### src/irpc_defines.svh
// Constants for the remote-controlled preamp control block.
// Assumes inclusion by the control module only.
`ifndef IRPC_DEFINES_SVH
`define IRPC_DEFINES_SVH
// Register byte offsets
`define IRPC_OFF_CTRL      8'h00
`define IRPC_OFF_STATUS    8'h04
`define IRPC_OFF_DISPLAY   8'h08
// Control register: bit0 knob enable, bit1 mains relay fitted, bit2 restart ramp
`define IRPC_CTRL_RESET    3'h3
`define IRPC_CTRL_KNOB     0
`define IRPC_CTRL_MAINS    1
`define IRPC_CTRL_RESTART  2
// Clock and times
`define IRPC_CLK_HZ        25000000
`define IRPC_RAMP_STEP_MS  1000
`define IRPC_PROG_IDLE_MS  5000
`define IRPC_HOLD_MS       5000
`define IRPC_REPOWER_MS    1000
`define IRPC_ACK_WAIT_MS   1
// Volume and channel
`define IRPC_VOL_MAX       7'h40
`define IRPC_VOL_MIN       7'h00
`define IRPC_VOL_DEFAULT   7'h1E
`define IRPC_RAMP_SPAN     7'h14
`define IRPC_RAMP_INC      7'h02
`define IRPC_CH_FIRST      3'h1
`define IRPC_CH_LAST       3'h6
`define IRPC_SLOT_FIRST    4'h1
`define IRPC_SLOT_LAST     4'h9
// Remote key codes
`define IRPC_RC_DIGIT9     8'h09
`define IRPC_SIRC_DIGIT9   8'h08
`define IRPC_DEF_ADDR      8'h00
// Factory codes, slot 1 in the low byte
`define IRPC_DEF_CODES     72'h0F0C06012120_0D1110
`endif

### src/irpc_pkg.sv
// Types shared by the preamp control block.
// Assumes irpc_defines.svh is on the include path.
package irpc_pkg;
  typedef enum logic [1:0] {
    IRPC_FMT_RC5   = 2'h0,
    IRPC_FMT_RC6   = 2'h1,
    IRPC_FMT_SIRC  = 2'h2,
    IRPC_FMT_OTHER = 2'h3
  } irpc_fmt_t;
  typedef enum logic [1:0] {
    IRPC_M_RAMP   = 2'h0,
    IRPC_M_NORMAL = 2'h1,
    IRPC_M_PROG   = 2'h3,
    IRPC_M_DOWN   = 2'h2
  } irpc_mode_t;
  typedef enum logic [2:0] {
    IRPC_D_VOLUME       = 3'h0,
    IRPC_D_CHANNEL      = 3'h1,
    IRPC_D_PROG_SLOT    = 3'h2,
    IRPC_D_PROG_FAIL    = 3'h3,
    IRPC_D_CONFIRM      = 3'h4,
    IRPC_D_DASHES       = 3'h5,
    IRPC_D_IDLE_FAULT   = 3'h6,
    IRPC_D_ACK_FAULT    = 3'h7
  } irpc_disp_kind_t;
  typedef struct packed {
    logic      valid;
    logic      timing_ok;
    irpc_fmt_t fmt;
    logic [7:0] addr;
    logic [7:0] cmd;
  } irpc_frame_t;
  typedef struct packed {
    irpc_disp_kind_t kind;
    logic [6:0]      value;
  } irpc_disp_t;
  typedef struct packed {
    logic [6:0] level;
    logic [5:0] input_sel;
    logic       mains;
  } irpc_relay_t;
endpackage : irpc_pkg

### src/irpc_control.sv
// Control state machine of a remote-controlled preamp: IR commands, knob, relays, display.
// Assumes a frame decoder upstream on core_clk and an AHB-Lite master with one slave.
// Summary of operation
// Power-up ramp counts volume 10 to 30 by 2
// Unsupported frame during ramp shows dashes
// Programming exits after five idle seconds
// Digit 9 during ramp enters slot 1
// Digit 9 advances slot, wraps 9 to 1
// Other key stores code, confirms or fails
// Slots map to nine fixed functions
// Highest-channel key sets input count
// Learned device address gates all responses except digit 9, ramp dashes and programming entries
// Unmatched frames dropped outside ramp and programming
// Factory codes are RC5 television address
// Power-down drops mains and all relays
// Powered down ignores volume and mute
// Ramp restores last channel and saved volume
// Volume or channel command aborts ramp
// Channel up/down wrap; digits select directly
// Mute toggles; volume change ends mute
// Delayed power command or channel powers up
// Knob steps volume, clipped 0 to 64
// Knob turn cancels mute
// Click advances input, wraps 6 to 1
// Five-second button hold powers down
// Handshake idle and ack faults shown
// Only timing-checked supported frames decoded
`timescale 1ns/100ps
`include "irpc_defines.svh"
module irpc_control #(
  parameter int RAMP_STEP_CYC = `IRPC_CLK_HZ / 1000 * `IRPC_RAMP_STEP_MS,
  parameter int PROG_IDLE_CYC = `IRPC_CLK_HZ / 1000 * `IRPC_PROG_IDLE_MS,
  parameter int HOLD_CYC      = `IRPC_CLK_HZ / 1000 * `IRPC_HOLD_MS,
  parameter int REPOWER_CYC   = `IRPC_CLK_HZ / 1000 * `IRPC_REPOWER_MS,
  parameter int ACK_WAIT_CYC  = `IRPC_CLK_HZ / 1000 * `IRPC_ACK_WAIT_MS
) (
  // Clock and reset
  input  wire logic                 core_clk,
  input  wire logic                 reset_n,
  // AHB-Lite slave
  input  wire logic                 hsel,
  input  wire logic [31:0]          haddr,
  input  wire logic [1:0]           htrans,
  input  wire logic                 hwrite,
  input  wire logic [2:0]           hsize,
  input  wire logic [31:0]          hwdata,
  input  wire logic                 hready,
  output logic                      hreadyout,
  output logic [31:0]               hrdata,
  output logic                      hresp,
  // Decoded infrared frames
  input  wire irpc_pkg::irpc_frame_t ir_frame,
  // Front-panel knob pins
  input  wire logic                 knob_a,
  input  wire logic                 knob_b,
  input  wire logic                 knob_btn,
  // Relay board
  input  wire logic                 hs_line,
  input  wire logic                 hs_ack,
  output irpc_pkg::irpc_relay_t     relay,
  output logic                      relay_strobe,
  // Display
  output irpc_pkg::irpc_disp_t      display
);
  localparam int NPIN = 5;
  localparam logic [71:0] DEF_CODES = `IRPC_DEF_CODES;

  irpc_pkg::irpc_mode_t mode, next_mode;
  logic [6:0]  vol, next_vol, saved_vol, ramp_target, next_target;
  logic [2:0]  ch, next_ch;
  logic        muted, next_muted;
  logic [3:0]  slot, next_slot;
  logic [27:0] timer, next_timer;
  irpc_pkg::irpc_disp_t disp_sel;
  logic [2:0]  ctrl;
  logic        slot_we;

  // AHB-Lite: zero-wait slave, data phase decoded from registered address
  logic        ap_valid;
  logic        ap_write;
  logic [7:0]  ap_addr;
  always_ff @(posedge core_clk or negedge reset_n) begin
    if (!reset_n) begin
      ap_valid <= 1'b0;
      ap_write <= 1'b0;
      ap_addr  <= 8'h00;
    end else if (hready) begin
      ap_valid <= hsel & htrans[1];
      ap_write <= hwrite;
      ap_addr  <= haddr[7:0];
    end
  end
  wire wr_ctrl     = ap_valid & ap_write & (ap_addr == `IRPC_OFF_CTRL);
  wire rd_valid    = ap_valid & ~ap_write;
  wire restart_req = wr_ctrl & hwdata[`IRPC_CTRL_RESTART];
  wire idle_fault;
  wire ack_fault;
  wire [31:0] status_word = {6'h00, ack_fault, idle_fault, slot, 2'h0, mode, 3'h0, muted, 1'h0, ch, 1'h0, vol};
  assign hreadyout = 1'b1;
  assign hresp     = 1'b0;
  assign hrdata    = !rd_valid                      ? 32'h0000_0000 :
                     (ap_addr == `IRPC_OFF_CTRL)    ? {30'h0, ctrl[1:0]} :
                     (ap_addr == `IRPC_OFF_STATUS)  ? status_word :
                     (ap_addr == `IRPC_OFF_DISPLAY) ? {22'h0, display} : 32'h0000_0000;
  always_ff @(posedge core_clk or negedge reset_n) begin
    if (!reset_n) ctrl <= `IRPC_CTRL_RESET;
    else if (wr_ctrl) ctrl <= {1'b0, hwdata[1:0]};
  end

  // Pin synchronisers: a change counts once stages two and three agree
  wire [NPIN-1:0] pin_raw = {hs_ack, hs_line, knob_btn, knob_b, knob_a};
  logic [NPIN-1:0] sync1, sync2, sync3, pin_f;
  genvar gp;
  generate
    for (gp = 0; gp < NPIN; gp++) begin : g_sync
      always_ff @(posedge core_clk or negedge reset_n) begin
        if (!reset_n) begin
          sync1[gp] <= 1'b0;
          sync2[gp] <= 1'b0;
          sync3[gp] <= 1'b0;
          pin_f[gp] <= 1'b0;
        end else begin
          sync1[gp] <= pin_raw[gp];
          sync2[gp] <= sync1[gp];
          sync3[gp] <= sync2[gp];
          if (sync2[gp] == sync3[gp]) pin_f[gp] <= sync3[gp];
        end
      end
    end
  endgenerate
  logic [NPIN-1:0] pin_d;
  always_ff @(posedge core_clk or negedge reset_n) begin
    if (!reset_n) pin_d <= '0;
    else pin_d <= pin_f;
  end
  wire knob_on   = ctrl[`IRPC_CTRL_KNOB];
  wire a_rise    = pin_f[0] & ~pin_d[0];
  wire knob_up   = knob_on & a_rise & ~pin_f[1];
  wire knob_dn   = knob_on & a_rise & pin_f[1];
  wire btn_rel   = ~pin_f[2] & pin_d[2];
  wire ack_rise  = pin_f[4] & ~pin_d[4];

  // Button hold: long press powers down once, release after it is no click
  logic [27:0] hold_cnt;
  logic        held;
  always_ff @(posedge core_clk or negedge reset_n) begin
    if (!reset_n) begin
      hold_cnt <= 28'h0;
      held     <= 1'b0;
    end else if (!pin_f[2] || !knob_on) begin
      hold_cnt <= 28'h0;
      held     <= held & pin_f[2] & knob_on;
    end else if (hold_cnt == 28'(HOLD_CYC - 1)) begin
      hold_cnt <= 28'h0;
      held     <= 1'b1;
    end else if (!held) begin
      hold_cnt <= hold_cnt + 28'h1;
    end
  end
  wire hold_pwr = knob_on & pin_f[2] & ~held & (hold_cnt == 28'(HOLD_CYC - 1));
  wire click    = knob_on & btn_rel & ~held;

  // Learned slots: code, address and format per function
  logic [7:0]          slot_code [9];
  logic [7:0]          slot_addr [9];
  irpc_pkg::irpc_fmt_t slot_fmt  [9];
  logic [8:0]          hit;
  wire frame_ok = ir_frame.valid & ir_frame.timing_ok & (ir_frame.fmt != irpc_pkg::IRPC_FMT_OTHER);
  genvar gs;
  generate
    for (gs = 0; gs < 9; gs++) begin : g_slot
      always_ff @(posedge core_clk or negedge reset_n) begin
        if (!reset_n) begin
          slot_code[gs] <= DEF_CODES[gs*8 +: 8];
          slot_addr[gs] <= `IRPC_DEF_ADDR;
          slot_fmt[gs]  <= irpc_pkg::IRPC_FMT_RC5;
        end else if (slot_we && slot == 4'(gs + 1)) begin
          slot_code[gs] <= ir_frame.cmd;
          slot_addr[gs] <= ir_frame.addr;
          slot_fmt[gs]  <= ir_frame.fmt;
        end
      end
      assign hit[gs] = frame_ok && ir_frame.fmt == slot_fmt[gs] && ir_frame.addr == slot_addr[gs]
                       && ir_frame.cmd == slot_code[gs];
    end
  endgenerate

  // Numeric keys: offset from the first-channel code, limited by the highest-channel code
  wire [7:0] ch_span   = slot_code[6] - slot_code[5];
  wire [2:0] max_ch    = (ch_span >= 8'h06) ? `IRPC_CH_LAST : ch_span[2:0] + 3'h1;
  wire [7:0] digit_off = ir_frame.cmd - slot_code[5];
  wire digit_hit = frame_ok && ir_frame.fmt == slot_fmt[5] && ir_frame.addr == slot_addr[5]
                   && digit_off < {5'h00, max_ch};
  wire is_nine   = frame_ok && ir_frame.cmd == ((ir_frame.fmt == irpc_pkg::IRPC_FMT_SIRC) ?
                   `IRPC_SIRC_DIGIT9 : `IRPC_RC_DIGIT9);
  wire unsupported = ir_frame.valid & ~frame_ok;
  wire vol_up  = hit[0] | knob_up;
  wire vol_dn  = hit[1] | knob_dn;
  wire ch_ev   = hit[3] | hit[4] | digit_hit;
  wire [2:0] ch_up_w = (ch >= max_ch) ? `IRPC_CH_FIRST : ch + 3'h1;
  wire [2:0] ch_dn_w = (ch <= `IRPC_CH_FIRST) ? max_ch : ch - 3'h1;
  wire [2:0] ch_cmd  = digit_hit ? digit_off[2:0] + 3'h1 : hit[3] ? ch_up_w : ch_dn_w;
  wire [2:0] ch_clk  = (ch >= `IRPC_CH_LAST) ? `IRPC_CH_FIRST : ch + 3'h1;
  wire [6:0] vol_inc = (vol >= `IRPC_VOL_MAX) ? `IRPC_VOL_MAX : vol + 7'h01;
  wire [6:0] vol_dec = (vol == `IRPC_VOL_MIN) ? `IRPC_VOL_MIN : vol - 7'h01;
  wire [6:0] ramp_nv = vol + `IRPC_RAMP_INC;
  wire [6:0] ramp_lo = (saved_vol >= `IRPC_RAMP_SPAN) ? saved_vol - `IRPC_RAMP_SPAN : `IRPC_VOL_MIN;
  wire step_due  = timer == 28'(RAMP_STEP_CYC - 1);
  wire prog_idle = timer == 28'(PROG_IDLE_CYC - 1);
  wire repower   = timer >= 28'(REPOWER_CYC - 1);
  irpc_pkg::irpc_disp_t show_vol, show_ch;
  assign show_vol = '{kind: irpc_pkg::IRPC_D_VOLUME, value: next_vol};
  assign show_ch  = '{kind: irpc_pkg::IRPC_D_CHANNEL, value: {4'h0, next_ch}};

  always_comb begin
    next_mode   = mode;
    next_vol    = vol;
    next_ch     = ch;
    next_muted  = muted;
    next_slot   = slot;
    next_target = ramp_target;
    next_timer  = (timer == 28'hFFF_FFFF) ? timer : timer + 28'h1;
    disp_sel    = display;
    slot_we     = 1'b0;
    if (restart_req) begin
      next_mode   = irpc_pkg::IRPC_M_RAMP;
      next_vol    = ramp_lo;
      next_target = saved_vol;
      next_muted  = 1'b0;
      next_timer  = 28'h0;
      disp_sel    = '{kind: irpc_pkg::IRPC_D_VOLUME, value: ramp_lo};
    end else begin
      case (mode)
        irpc_pkg::IRPC_M_PROG: begin
          if (ir_frame.valid) begin
            next_timer = 28'h0;
            if (is_nine) begin
              next_slot = (slot >= `IRPC_SLOT_LAST) ? `IRPC_SLOT_FIRST : slot + 4'h1;
              disp_sel  = '{kind: irpc_pkg::IRPC_D_PROG_SLOT, value: {3'h0, next_slot}};
            end else if (frame_ok) begin
              slot_we  = 1'b1;
              disp_sel = '{kind: irpc_pkg::IRPC_D_CONFIRM, value: {3'h0, slot}};
            end else begin
              disp_sel = '{kind: irpc_pkg::IRPC_D_PROG_FAIL, value: 7'h00};
            end
          end else if (prog_idle) begin
            next_mode = irpc_pkg::IRPC_M_NORMAL;
            disp_sel  = show_ch;
          end
        end
        irpc_pkg::IRPC_M_DOWN: begin
          if (ch_ev || click || (hit[7] && repower)) begin
            next_mode = irpc_pkg::IRPC_M_NORMAL;
            if (ch_ev) next_ch = ch_cmd;
            disp_sel  = show_ch;
          end
        end
        default: begin
          if (mode == irpc_pkg::IRPC_M_RAMP && unsupported) begin
            disp_sel = '{kind: irpc_pkg::IRPC_D_DASHES, value: 7'h00};
          end else if (mode == irpc_pkg::IRPC_M_RAMP && is_nine) begin
            next_mode  = irpc_pkg::IRPC_M_PROG;
            next_slot  = `IRPC_SLOT_FIRST;
            next_timer = 28'h0;
            disp_sel   = '{kind: irpc_pkg::IRPC_D_PROG_SLOT, value: {3'h0, `IRPC_SLOT_FIRST}};
          end else if (hit[7] || hold_pwr) begin
            next_mode  = irpc_pkg::IRPC_M_DOWN;
            next_timer = 28'h0;
          end else if (vol_up || vol_dn) begin
            next_mode  = irpc_pkg::IRPC_M_NORMAL;
            next_muted = 1'b0;
            next_vol   = vol_up ? vol_inc : vol_dec;
            disp_sel   = show_vol;
          end else if (ch_ev || click) begin
            next_mode = irpc_pkg::IRPC_M_NORMAL;
            next_ch   = ch_ev ? ch_cmd : ch_clk;
            disp_sel  = show_ch;
          end else if (hit[2]) begin
            next_muted = ~muted;
            disp_sel   = show_vol;
          end else if (hit[8]) begin
            disp_sel = show_ch;
          end else if (mode == irpc_pkg::IRPC_M_RAMP && step_due) begin
            next_timer = 28'h0;
            next_vol   = (ramp_nv >= ramp_target) ? ramp_target : ramp_nv;
            if (ramp_nv >= ramp_target) next_mode = irpc_pkg::IRPC_M_NORMAL;
            disp_sel   = show_vol;
          end
        end
      endcase
    end
  end

  always_ff @(posedge core_clk or negedge reset_n) begin
    if (!reset_n) begin
      mode        <= irpc_pkg::IRPC_M_RAMP;
      vol         <= `IRPC_VOL_DEFAULT - `IRPC_RAMP_SPAN;
      saved_vol   <= `IRPC_VOL_DEFAULT;
      ramp_target <= `IRPC_VOL_DEFAULT;
      ch          <= `IRPC_CH_FIRST;
      muted       <= 1'b0;
      slot        <= `IRPC_SLOT_FIRST;
      timer       <= 28'h0;
    end else begin
      mode        <= next_mode;
      vol         <= next_vol;
      ramp_target <= next_target;
      ch          <= next_ch;
      muted       <= next_muted;
      slot        <= next_slot;
      timer       <= next_timer;
      if (next_mode == irpc_pkg::IRPC_M_DOWN && mode != irpc_pkg::IRPC_M_DOWN) saved_vol <= vol;
    end
  end

  // Relay board: one command in flight, ack awaited before the next
  irpc_pkg::irpc_relay_t relay_want;
  wire powered = (mode != irpc_pkg::IRPC_M_DOWN);
  assign relay_want.level     = (powered && !muted) ? vol : 7'h00;
  assign relay_want.input_sel = powered ? 6'(6'h01 << (ch - 3'h1)) : 6'h00;
  assign relay_want.mains     = powered & ctrl[`IRPC_CTRL_MAINS];
  logic        pending;
  logic        ack_bad;
  logic [27:0] ack_cnt;
  always_ff @(posedge core_clk or negedge reset_n) begin
    if (!reset_n) begin
      relay        <= '0;
      relay_strobe <= 1'b0;
      pending      <= 1'b0;
      ack_bad      <= 1'b0;
      ack_cnt      <= 28'h0;
    end else begin
      relay_strobe <= 1'b0;
      if (pending) begin
        ack_cnt <= ack_cnt + 28'h1;
        if (ack_rise) begin
          pending <= 1'b0;
          ack_bad <= 1'b0;
        end else if (ack_cnt == 28'(ACK_WAIT_CYC - 1)) begin
          pending <= 1'b0;
          ack_bad <= 1'b1;
        end
      end else if (relay_want != relay) begin
        relay        <= relay_want;
        relay_strobe <= 1'b1;
        pending      <= 1'b1;
        ack_cnt      <= 28'h0;
      end
    end
  end
  assign idle_fault = ~pending & pin_f[3];
  assign ack_fault  = ack_bad;

  // Faults override whatever the control logic wants shown
  always_ff @(posedge core_clk or negedge reset_n) begin
    if (!reset_n) display <= '{kind: irpc_pkg::IRPC_D_VOLUME, value: `IRPC_VOL_DEFAULT - `IRPC_RAMP_SPAN};
    else if (idle_fault) display <= '{kind: irpc_pkg::IRPC_D_IDLE_FAULT, value: 7'h00};
    else if (ack_fault) display <= '{kind: irpc_pkg::IRPC_D_ACK_FAULT, value: 7'h00};
    else display <= disp_sel;
  end

  a_vol_limit: assert property (@(posedge core_clk) disable iff (!reset_n) vol <= `IRPC_VOL_MAX)
    else $error("volume above limit");
  a_ramp_step: assert property (@(posedge core_clk) disable iff (!reset_n)
    mode == irpc_pkg::IRPC_M_RAMP && step_due && !ir_frame.valid && !knob_up && !knob_dn && !click
    && !hold_pwr && !restart_req && vol + 7'h02 < ramp_target |=> vol == $past(vol) + 7'h02)
    else $error("ramp did not step by two");
  a_slot_wrap: assert property (@(posedge core_clk) disable iff (!reset_n)
    mode == irpc_pkg::IRPC_M_PROG && is_nine && slot == 4'h9 && !restart_req |=> slot == 4'h1)
    else $error("slot did not wrap to one");
  a_prog_exit: assert property (@(posedge core_clk) disable iff (!reset_n)
    mode == irpc_pkg::IRPC_M_PROG && prog_idle && !ir_frame.valid && !restart_req && !idle_fault && !ack_fault
    |=> mode == irpc_pkg::IRPC_M_NORMAL && display.kind == irpc_pkg::IRPC_D_CHANNEL)
    else $error("programming mode did not time out");
  a_down_vol_hold: assert property (@(posedge core_clk) disable iff (!reset_n)
    mode == irpc_pkg::IRPC_M_DOWN && !restart_req |=> $stable(vol) && $stable(muted))
    else $error("volume changed while powered down");
  a_down_relays: assert property (@(posedge core_clk) disable iff (!reset_n)
    mode == irpc_pkg::IRPC_M_DOWN && !pending |=> relay == '0)
    else $error("mains relay held in power down");
  a_unmute_vol: assert property (@(posedge core_clk) disable iff (!reset_n)
    muted && mode == irpc_pkg::IRPC_M_NORMAL && (knob_up || knob_dn) && !ir_frame.valid && !restart_req
    && !hold_pwr |=> !muted)
    else $error("knob turn left mute on");
  a_dash_show: assert property (@(posedge core_clk) disable iff (!reset_n)
    mode == irpc_pkg::IRPC_M_RAMP && unsupported && !restart_req && !idle_fault && !ack_fault
    |=> display.kind == irpc_pkg::IRPC_D_DASHES)
    else $error("unsupported frame not shown as dashes");
  a_hold_down: assert property (@(posedge core_clk) disable iff (!reset_n)
    hold_pwr && mode == irpc_pkg::IRPC_M_NORMAL && !ir_frame.valid && !restart_req
    |=> mode == irpc_pkg::IRPC_M_DOWN)
    else $error("long press did not power down");
  a_ch_range: assert property (@(posedge core_clk) disable iff (!reset_n)
    ch >= 3'h1 && ch <= 3'h6)
    else $error("channel out of range");
endmodule : irpc_control

### config.mk
export PLATFORM = sky130hd
export DESIGN_NAME = irpc_control
export DESIGN_NICKNAME = d
export VERILOG_FILES = /design/src/irpc_pkg.sv /design/src/irpc_control.sv
export VERILOG_INCLUDE_DIRS = /design/src
export SDC_FILE = /design/constraint.sdc
export NUM_CORES = 1
export LEC_CHECK = 0
export BUFFER_PORTS_ARGS = -buffer_cell sky130_fd_sc_hd__buf_2
export CORE_UTILIZATION = 45
export CTS_CLUSTER_DIAMETER = 40
export CTS_CLUSTER_SIZE = 12
export DETAILED_ROUTE_END_ITERATION = 12
export PLACE_DENSITY = 0.65
export SYNTH_ARGS = -nofsm -noshare
export SYNTH_HDL_FRONTEND = slang
export SYNTH_SLANG_ARGS = --single-unit
### constraint.sdc
create_clock -name core_clk -period 4.8 [get_ports core_clk]
set_input_delay 1.44 -clock core_clk [delete_from_list [all_inputs] [get_ports core_clk]]
set_output_delay 1.44 -clock core_clk [all_outputs]
set_load 0.01 [all_outputs]
==> impl_metrics.yaml, run 1 <==
run:
  drv_cap: 0
worst_setup_path:
  endpoint_kind: "flop"
  cp.arrival_ns: 5.12
  rr_worst_depth: 22
  crit_chain: "ha_4 > inv_1 > fa_1 > ha_2 > o21a_1 > a2111oi_4 > o211a_4 > and2_4 > ha_4 > nand2_1 > o2111ai_2 > nor4_2 > nand4_1 > nor3_4 > buf_6 > buf_4 > a211oi_4 > buf_4 > a32o_1 > nor2_2 > nor4_2 > o32ai_2"
  cpMaxStageDelayCell: "dfstp_2"
  critPathMaxStageDelay_ns: 0.55
  crit_type: "reg -> reg"
  critPathMaxFanout: 6
  ff2ff_setup_slack_ns: 0.17
  reg2reg_to: "display[0]"
  required_ns: 5.29
  cp-start-kind: "flop"
  r2r-start: "slot_code[24]"
clocking:
  cts_sinks: 330
  cts-root-buf: "clkbuf_16"
  cts-hold-fix-buffers: 0
  cts_made_buffers: 53
  tritoncts: "done"
  clockBufferDepth: 3
  htreeDepth: 2
  insertion_delay_ns: 0.59
  clkTransAtPathRegs_ns: 0.05
logic_synthesis:
  synth_top_family_by_area: "simple AND/OR/NAND/NOR gates"
  synth_mux_area_share_pct: 10.20
  synth_xor_area_share_pct: 9.629
  synth_adder_area_share_pct: 3.765
  seq_area_frac_synth_pct: 43.66
  ys.flop_type: "dfrtp_1"
  ys_warn_count: 0
  syn-instance-count: 1919
  synth-simple-area-share_pct: 19.08
  synth-compound-area-share_pct: 9.820
  synth-async-reset-ratio_pct: 100.0
  ys_seq_elements: 330
  ys_types: 87
  synth_area_per_cell_um2: 9.907
  synth-edff-count: 0
  syn-cell-area_um2: 19010
drt:
  ant_nets: 0
  wirelength_um: 51170
  first_iter_violations: 1194
  drc: 0
  firstDrtPassIters: 6
  vias_per_cell: 5.697
  wl_per_cell_um: 19.21
  dr_total_vias: 15170
grt:
  grt_max_degree: 93
  grt_pass1_wl_um: 81570
  grt_pass1_vias: 15010
  grt_overflow: 0
  antenna_found_initial: 1
  grt_use_total_pct: 23.76
sta:
  fin_ws_ns: 0.1661
  fin_skew_ns: 0.03170
  finalSetupViolCount: 0
  post-route-period-util_pct: 96.54
  worst_pin_slew_ns: 1.092
  clock.fmax_mhz: 215.8
  hold_violations: 0
  timing.final.crit_period_ns: 4.634
  slew_headroom_pct: 27.00
  whs_ns: 0.3456
  slew_violations: 0
  setup-tns-final_ns: 0
placement:
  place_hpwl_um: 36400
  pre_cts_ws_ns: -0.3996
  place.gp.congestion: 0.9300
  port_buffers: 86
floorplanning:
  die_x_um: 207.5
  rows: 74
  start_util_pct: 46.04
  fp.coreArea_um2: 41290
  die-area_um2: 43070
  die_h_um: 207.5
  io_pins: 158
hold_path:
  min_delay_path_depth: 0
  hp-start: "sync1[1]"
  min_to: "sync2[1]"
  hp-class: "reg -> reg"
final_layout:
  final_util_pct: 54.97
  fin_nets: 2236
  drive_gt1_share_pct: 26.12
  area_growth_pct: 19.41
power_and_ir_drop:
  pwr_density_cell_nw_per_um2: 403.4
  p_leak_uw: 0.01024
  internal_power_uw: 6317
  p_switching_uw: 2840
  p_clk_share_pct: 43.2
  total_power_uw: 9157
  pwr-share-comb_pct: 20.9
  p_seq_share_pct: 35.9
  ir_drop_uv: 312.3
  switching_share_pct: 31.02
outcome:
  status: "finished, final reports clean"
state kept, by name (all words and copies together) (netlist names), 2 cells and up:
signal and count:
hold_cnt 28, ack_cnt 28, timer 28, saved_vol 7, relay 14, ap_addr 8
sync2 5, slot_addr 64, ch 3, display 10, pin_d 3, ramp_target 7
sync3 5, vol 7, slot 4, slot_fmt 16, mode 2, pin_f 5
sync1 5, slot_code 72, ctrl 2
what timing repair did:
item	4_1_cts	5_1_grt
setup endpoints to repair	27	48
setup buffers	0	9
gates resized for setup	3	26
pin swaps	2	18
cloned	0	0
worst max-delay path: cells and delay by family, from the launching register on:
family / cells / cell delay (ns)
compound gates: 7 / 1.34
flops: 1 / 0.55
simple gates: 7 / 1.17
buf+inv: 4 / 0.48
fa+ha+maj: 4 / 1.01
placed cells by master (no fill, tap or decap), types with 16 or more instances in the layout:
master and instances:
nand3_1 85, nor4_1 40, clkbuf_16 53, inv_1 53
a21oi_1 46, ha_1 46, o21ai_0 97, nor3_1 34
nand4_1 60, dfrtp_1 296, xor2_1 106, nand2b_1 16
buf_2 85, and2_1 23, buf_4 120, dfstp_2 34
nand2_1 173, and3_1 22, mux2_2 158, mux2i_1 16
nor2_1 146, xnor2_1 102
metal layers:
layer	vias up	wire length, um	GRT usage (%)
met5	-	0	0
met4	0	1696	9.238
met3	104	3053	3.888
met2	425	22810	36.83
met1	7506	23600	33.24
li1	7136	-	-
area by class of cell:
class / count / area (um^2)
repair buffers: 214 / 1475
diodes: 2 / 5.005
clock buffers: 64 / 1418
clock inverters: 35 / 430.4
fillers: 3618 / 18590
inverters: 53 / 198.9
well taps: 532 / 665.6
multi-input cells: 1433 / 10210
flip-flops and latches: 330 / 8300
through the flow:
| step | cell area (um^2) | cells |
|---|---|---|
| after floorplan | 19080 | 1931 |
| after CTS | 22500 | 2653 |
| final | 22700 | 2663 |
| after global placement | 20640 | 2554 |
| after detailed placement | 20640 | 2554 |
| after global routing | 22700 | 2662 |
Yosys cell counts, types with 6 or more instances:
| cell | instances | share of area, % |
|---|---|---|
| a21o_1 | 9 | 0.36 |
| a21oi_1 | 46 | 1.2 |
| a22oi_1 | 12 | 0.47 |
| a31oi_1 | 12 | 0.39 |
| and2_1 | 25 | 0.82 |
| and3_1 | 22 | 0.72 |
| and4_1 | 10 | 0.46 |
| buf_2 | 29 | 0.76 |
| buf_4 | 15 | 0.59 |
| clkbuf_1 | 69 | 1.4 |
| dfrtp_1 | 296 | 39 |
| dfstp_2 | 34 | 4.7 |
| ha_1 | 50 | 3.3 |
| inv_1 | 53 | 1.0 |
| mux2_2 | 158 | 9.4 |
| mux2i_1 | 16 | 0.84 |
| nand2_1 | 173 | 3.4 |
| nand2b_1 | 16 | 0.53 |
| nand3_1 | 85 | 2.2 |
| nand3b_1 | 10 | 0.39 |
| nand4_1 | 60 | 2.0 |
| nor2_1 | 147 | 2.9 |
| nor2b_1 | 14 | 0.46 |
| nor3_1 | 35 | 0.92 |
| nor3b_1 | 9 | 0.36 |
| nor4_1 | 43 | 1.4 |
| nor4b_1 | 7 | 0.32 |
| o21a_1 | 7 | 0.28 |
| o21ai_0 | 98 | 2.6 |
| o22ai_1 | 8 | 0.26 |
| o31ai_1 | 6 | 0.24 |
| or2_2 | 9 | 0.30 |
| or3_1 | 13 | 0.43 |
| xnor2_1 | 103 | 4.7 |
| xor2_1 | 106 | 4.9 |
power by group through the flow:
stage	logic [uW]	registers, uW	clock network, uW
global placement	1800	3310	0
CTS	1850	3270	4030
global route	2100	3310	4150
detailed placement	1840	3310	0
floorplan	1240	3220	0
finish	1910	3280	3960
kinds of logic (layout without fill, tap and decap cells):
group | after synthesis | after routing
simple gates | 705 | 705
xor+xnor | 209 | 209
other cells | 2 | 16
flops | 330 | 330
compound gates | 274 | 274
buf+inv | 168 | 366
mux | 174 | 174
fa+ha+maj | 57 | 57
how the worst max path moves through the flow:
stage	end	slack, ns	start
floorplan	display[2]	0.03	ir_frame[0]
global placement	display[2]	-0.28	ir_frame[0]
detailed placement	display[2]	-0.40	ir_frame[0]
CTS	display[2]	-0.08	slot_code[18]
global route	display[2]	-0.07	slot_code[24]
finish	display[0]	0.17	slot_code[24]
No activity file was read; power rests on OpenSTA's default activity.
==> run 2: changes to the inputs <==
--- a/config.mk
+++ b/config.mk
@@ -6,6 +6,7 @@
 export SDC_FILE = /design/constraint.sdc
 export NUM_CORES = 1
 export LEC_CHECK = 0
+export ABC_AREA = 1
 export BUFFER_PORTS_ARGS = -buffer_cell sky130_fd_sc_hd__buf_2
 export CORE_UTILIZATION = 45
 export CTS_CLUSTER_DIAMETER = 40
==> impl_metrics.yaml, run 2 <==
sta:
  rsz0062_at_grt: "no"
  setup-tns-final_ns: 0
  fin_skew_ns: 0.03440
  clock.fmax_mhz: 232.0
  post-route-period-util_pct: 89.80
  finalSetupViolCount: 0
  timing.final.crit_period_ns: 4.310
  slew_violations: 0
  slew_headroom_pct: 43.98
  fin_ws_ns: 0.4898
  worst_pin_slew_ns: 0.8315
  hold_violations: 0
outcome:
  status: "finished, final reports clean"
worst_setup_path:
  critPathMaxStageDelay_ns: 0.53
  cpMaxStageDelayCell: "nor3_1"
  endpoint_kind: "primary output"
  r2r-start: "slot_code[24]"
  crit_chain: "nor4_1 > inv_1 > nor4_2 > buf_4 > clkinv_1 > nor3_1 > buf_2"
  reg2reg_to: "timer[6]"
  crit_type: "reg -> out"
  cp-start-kind: "flop"
  required_ns: 3.36
  cp.arrival_ns: 2.87
  rr_worst_depth: 21
  ff2ff_setup_slack_ns: 0.52
  critPathMaxFanout: 17
drt:
  firstDrtPassIters: 5
  dr_total_vias: 16850
  drc: 0
  ant_nets: 0
  wirelength_um: 51770
  first_iter_violations: 1410
  vias_per_cell: 5.380
  wl_per_cell_um: 16.53
floorplanning:
  io_pins: 158
  die_h_um: 209.4
  die-area_um2: 43860
  rows: 75
  fp.coreArea_um2: 42230
  start_util_pct: 45.85
  die_x_um: 209.4
hold_path:
  min_delay_path_depth: 0
  hp-start: "sync1[4]"
  min_to: "sync2[4]"
  hp-class: "reg -> reg"
placement:
  place_hpwl_um: 36730
  placedCellCount: 3032
  pre_cts_ws_ns: -0.02122
  place.gp.congestion: 0.9307
  port_buffers: 86
grt:
  gr-max-usage-layer: "met2"
  grt_max_degree: 109
  grt_use_met3_pct: 3.397
  grt_pass1_wl_um: 84110
  grt_use_met1_pct: 31.68
  grt_use_total_pct: 23.89
  use_met2_pct: 39.99
  grt_overflow: 0
  grt_pass1_vias: 16240
  antenna_found_initial: 0
logic_synthesis:
  ys_warn_count: 0
  synth_most_common_cell: "nand2_1"
  synth-async-reset-ratio_pct: 100.0
  synth_area_per_cell_um2: 7.903
  synth.largest_area_cell: "dfrtp_1"
  ys.flop_type: "dfrtp_1"
  seq_area_frac_synth_pct: 42.87
  post-synth-top-area-fraction_pct: 38.25
  synth-edff-count: 0
  syn-cell-area_um2: 19360
  synth_area_leaders: "dfrtp_1 38%, nand2_1 11%, o21ai_0 6.4%, inv_1 4.9%, dfstp_2 4.6%"
  syn-instance-count: 2450
  synth_common_cells: "570 x nand2_1, 296 x dfrtp_1, 252 x inv_1, 248 x o21ai_0, 203 x nor2_1"
  ys_types: 72
  ys_seq_elements: 330
power_and_ir_drop:
  switching_share_pct: 32.01
  p_leak_uw: 0.01028
  p_switching_uw: 3001
  p_clk_share_pct: 44.0
  ir_drop_uv: 283.9
  pwr-share-comb_pct: 21.4
  p_seq_share_pct: 34.6
  pwr_density_cell_nw_per_um2: 420.5
  internal_power_uw: 6374
  total_power_uw: 9375
clocking:
  insertion_delay_ns: 0.62
  htreeDepth: 2
  tritoncts: "done"
  clockBufferDepth: 3
  cts_resized: 0
  postCtsSetupRepairBufs: 0
  cts-root-buf: "clkbuf_16"
  cts_sinks: 330
  cts-hold-fix-buffers: 0
  clkTransAtPathRegs_ns: 0.05
  cts_made_buffers: 54
final_layout:
  most-common-layout-cells: "570 x nand2_1, 296 x dfrtp_1, 252 x inv_1, 248 x o21ai_0, 203 x nor2_1"
  top_regs: "slot_code x72, slot_addr x64"
  finalNonFillerCells: 3132
  final_common_cell: "nand2_1"
  final_util_pct: 52.80
  largest_reg_flops: 72
  fillers: 3958
  drive_gt1_share_pct: 12.53
  num_antenna_cells: 0
  fin_nets: 2700
  regMostFlops: "slot_code"
  area_growth_pct: 15.15
run:
  drv_cap: 0
## run 2: cell count changes in the layout (fill, tap and decap cells not counted), sizes merged, moves of 63 or more
| cell | before | now |
|---|---|---|
| o21ai | 100 | 259 |
| nand2 | 173 | 577 |
| inv | 60 | 268 |
| nor2 | 147 | 210 |
| mux2 | 158 | 6 |
| buf | 214 | 122 |
## run 2: how the worst max path moves through the flow
stage	from	end	slack [ns]	cells past startpoint
finish	ap_addr[5]	hrdata[10]	0.49	7
global route	slot_code[24]	timer[6]	0.19	23
CTS	ap_addr[5]	hrdata[10]	0.48	7
detailed placement	ir_frame[0]	timer[9]	-0.02	17
global placement	ir_frame[0]	timer[7]	0.09	17
floorplan	ir_frame[0]	timer[8]	0.28	19
## run 2: routing by layer
layer	up-vias	wire length, um
li1	8251	-
met1	8113	23240
met2	403	24750
met3	82	2522
met4	0	1263
met5	-	0
## run 2: worst max-delay path: cells and delay by family, from the launching register on
kind | cells | cell delay (ns)
flip-flops | 1 | 0.37
buffers and inverters | 4 | 0.94
AND/OR/NAND/NOR | 3 | 0.96
## run 2: cells by family after synthesis
kind of cell	synth area share, %
simple gates	26.24
compound gates	11.59
buf+inv	7.747
flops	42.87
xor+xnor	7.373
fa+ha+maj	3.696
mux	0.4523
other cells	0.03878
## run 2: cell type report
class	instances	area [um^2]	area share, %
Clock buffer	65	1473	6.605
Timing Repair Buffer	122	760.7	3.412
Inverter	266	1002	4.495
Clock inverter	35	478.0	2.144
Sequential cell	330	8300	37.23
Tap cell	539	674.4	3.025
Multi-Input combinational cell	1775	9608	43.09
## run 2: through the flow
| stage | instance area, um^2 | hold slack (ns) |
|---|---|---|
| 5_1_grt | 22300 | 0.3534 |
| 2_1_floorplan | 19410 | 0.3312 |
| 6_report | 22300 | 0.3447 |
| 3_5_place_dp | 20350 | 0.3347 |
| 3_3_place_gp | 20350 | 0.3325 |
| 4_1_cts | 22300 | 0.3455 |
## run 2: power groups by stage
stage	clock [uW]	sequential (uW)	combinational [uW]
6_report	4120	3250	2010
3_3_place_gp	0	3280	1950
3_5_place_dp	0	3290	1990
5_1_grt	4330	3280	2270
4_1_cts	4200	3250	2000
2_1_floorplan	0	3220	1430
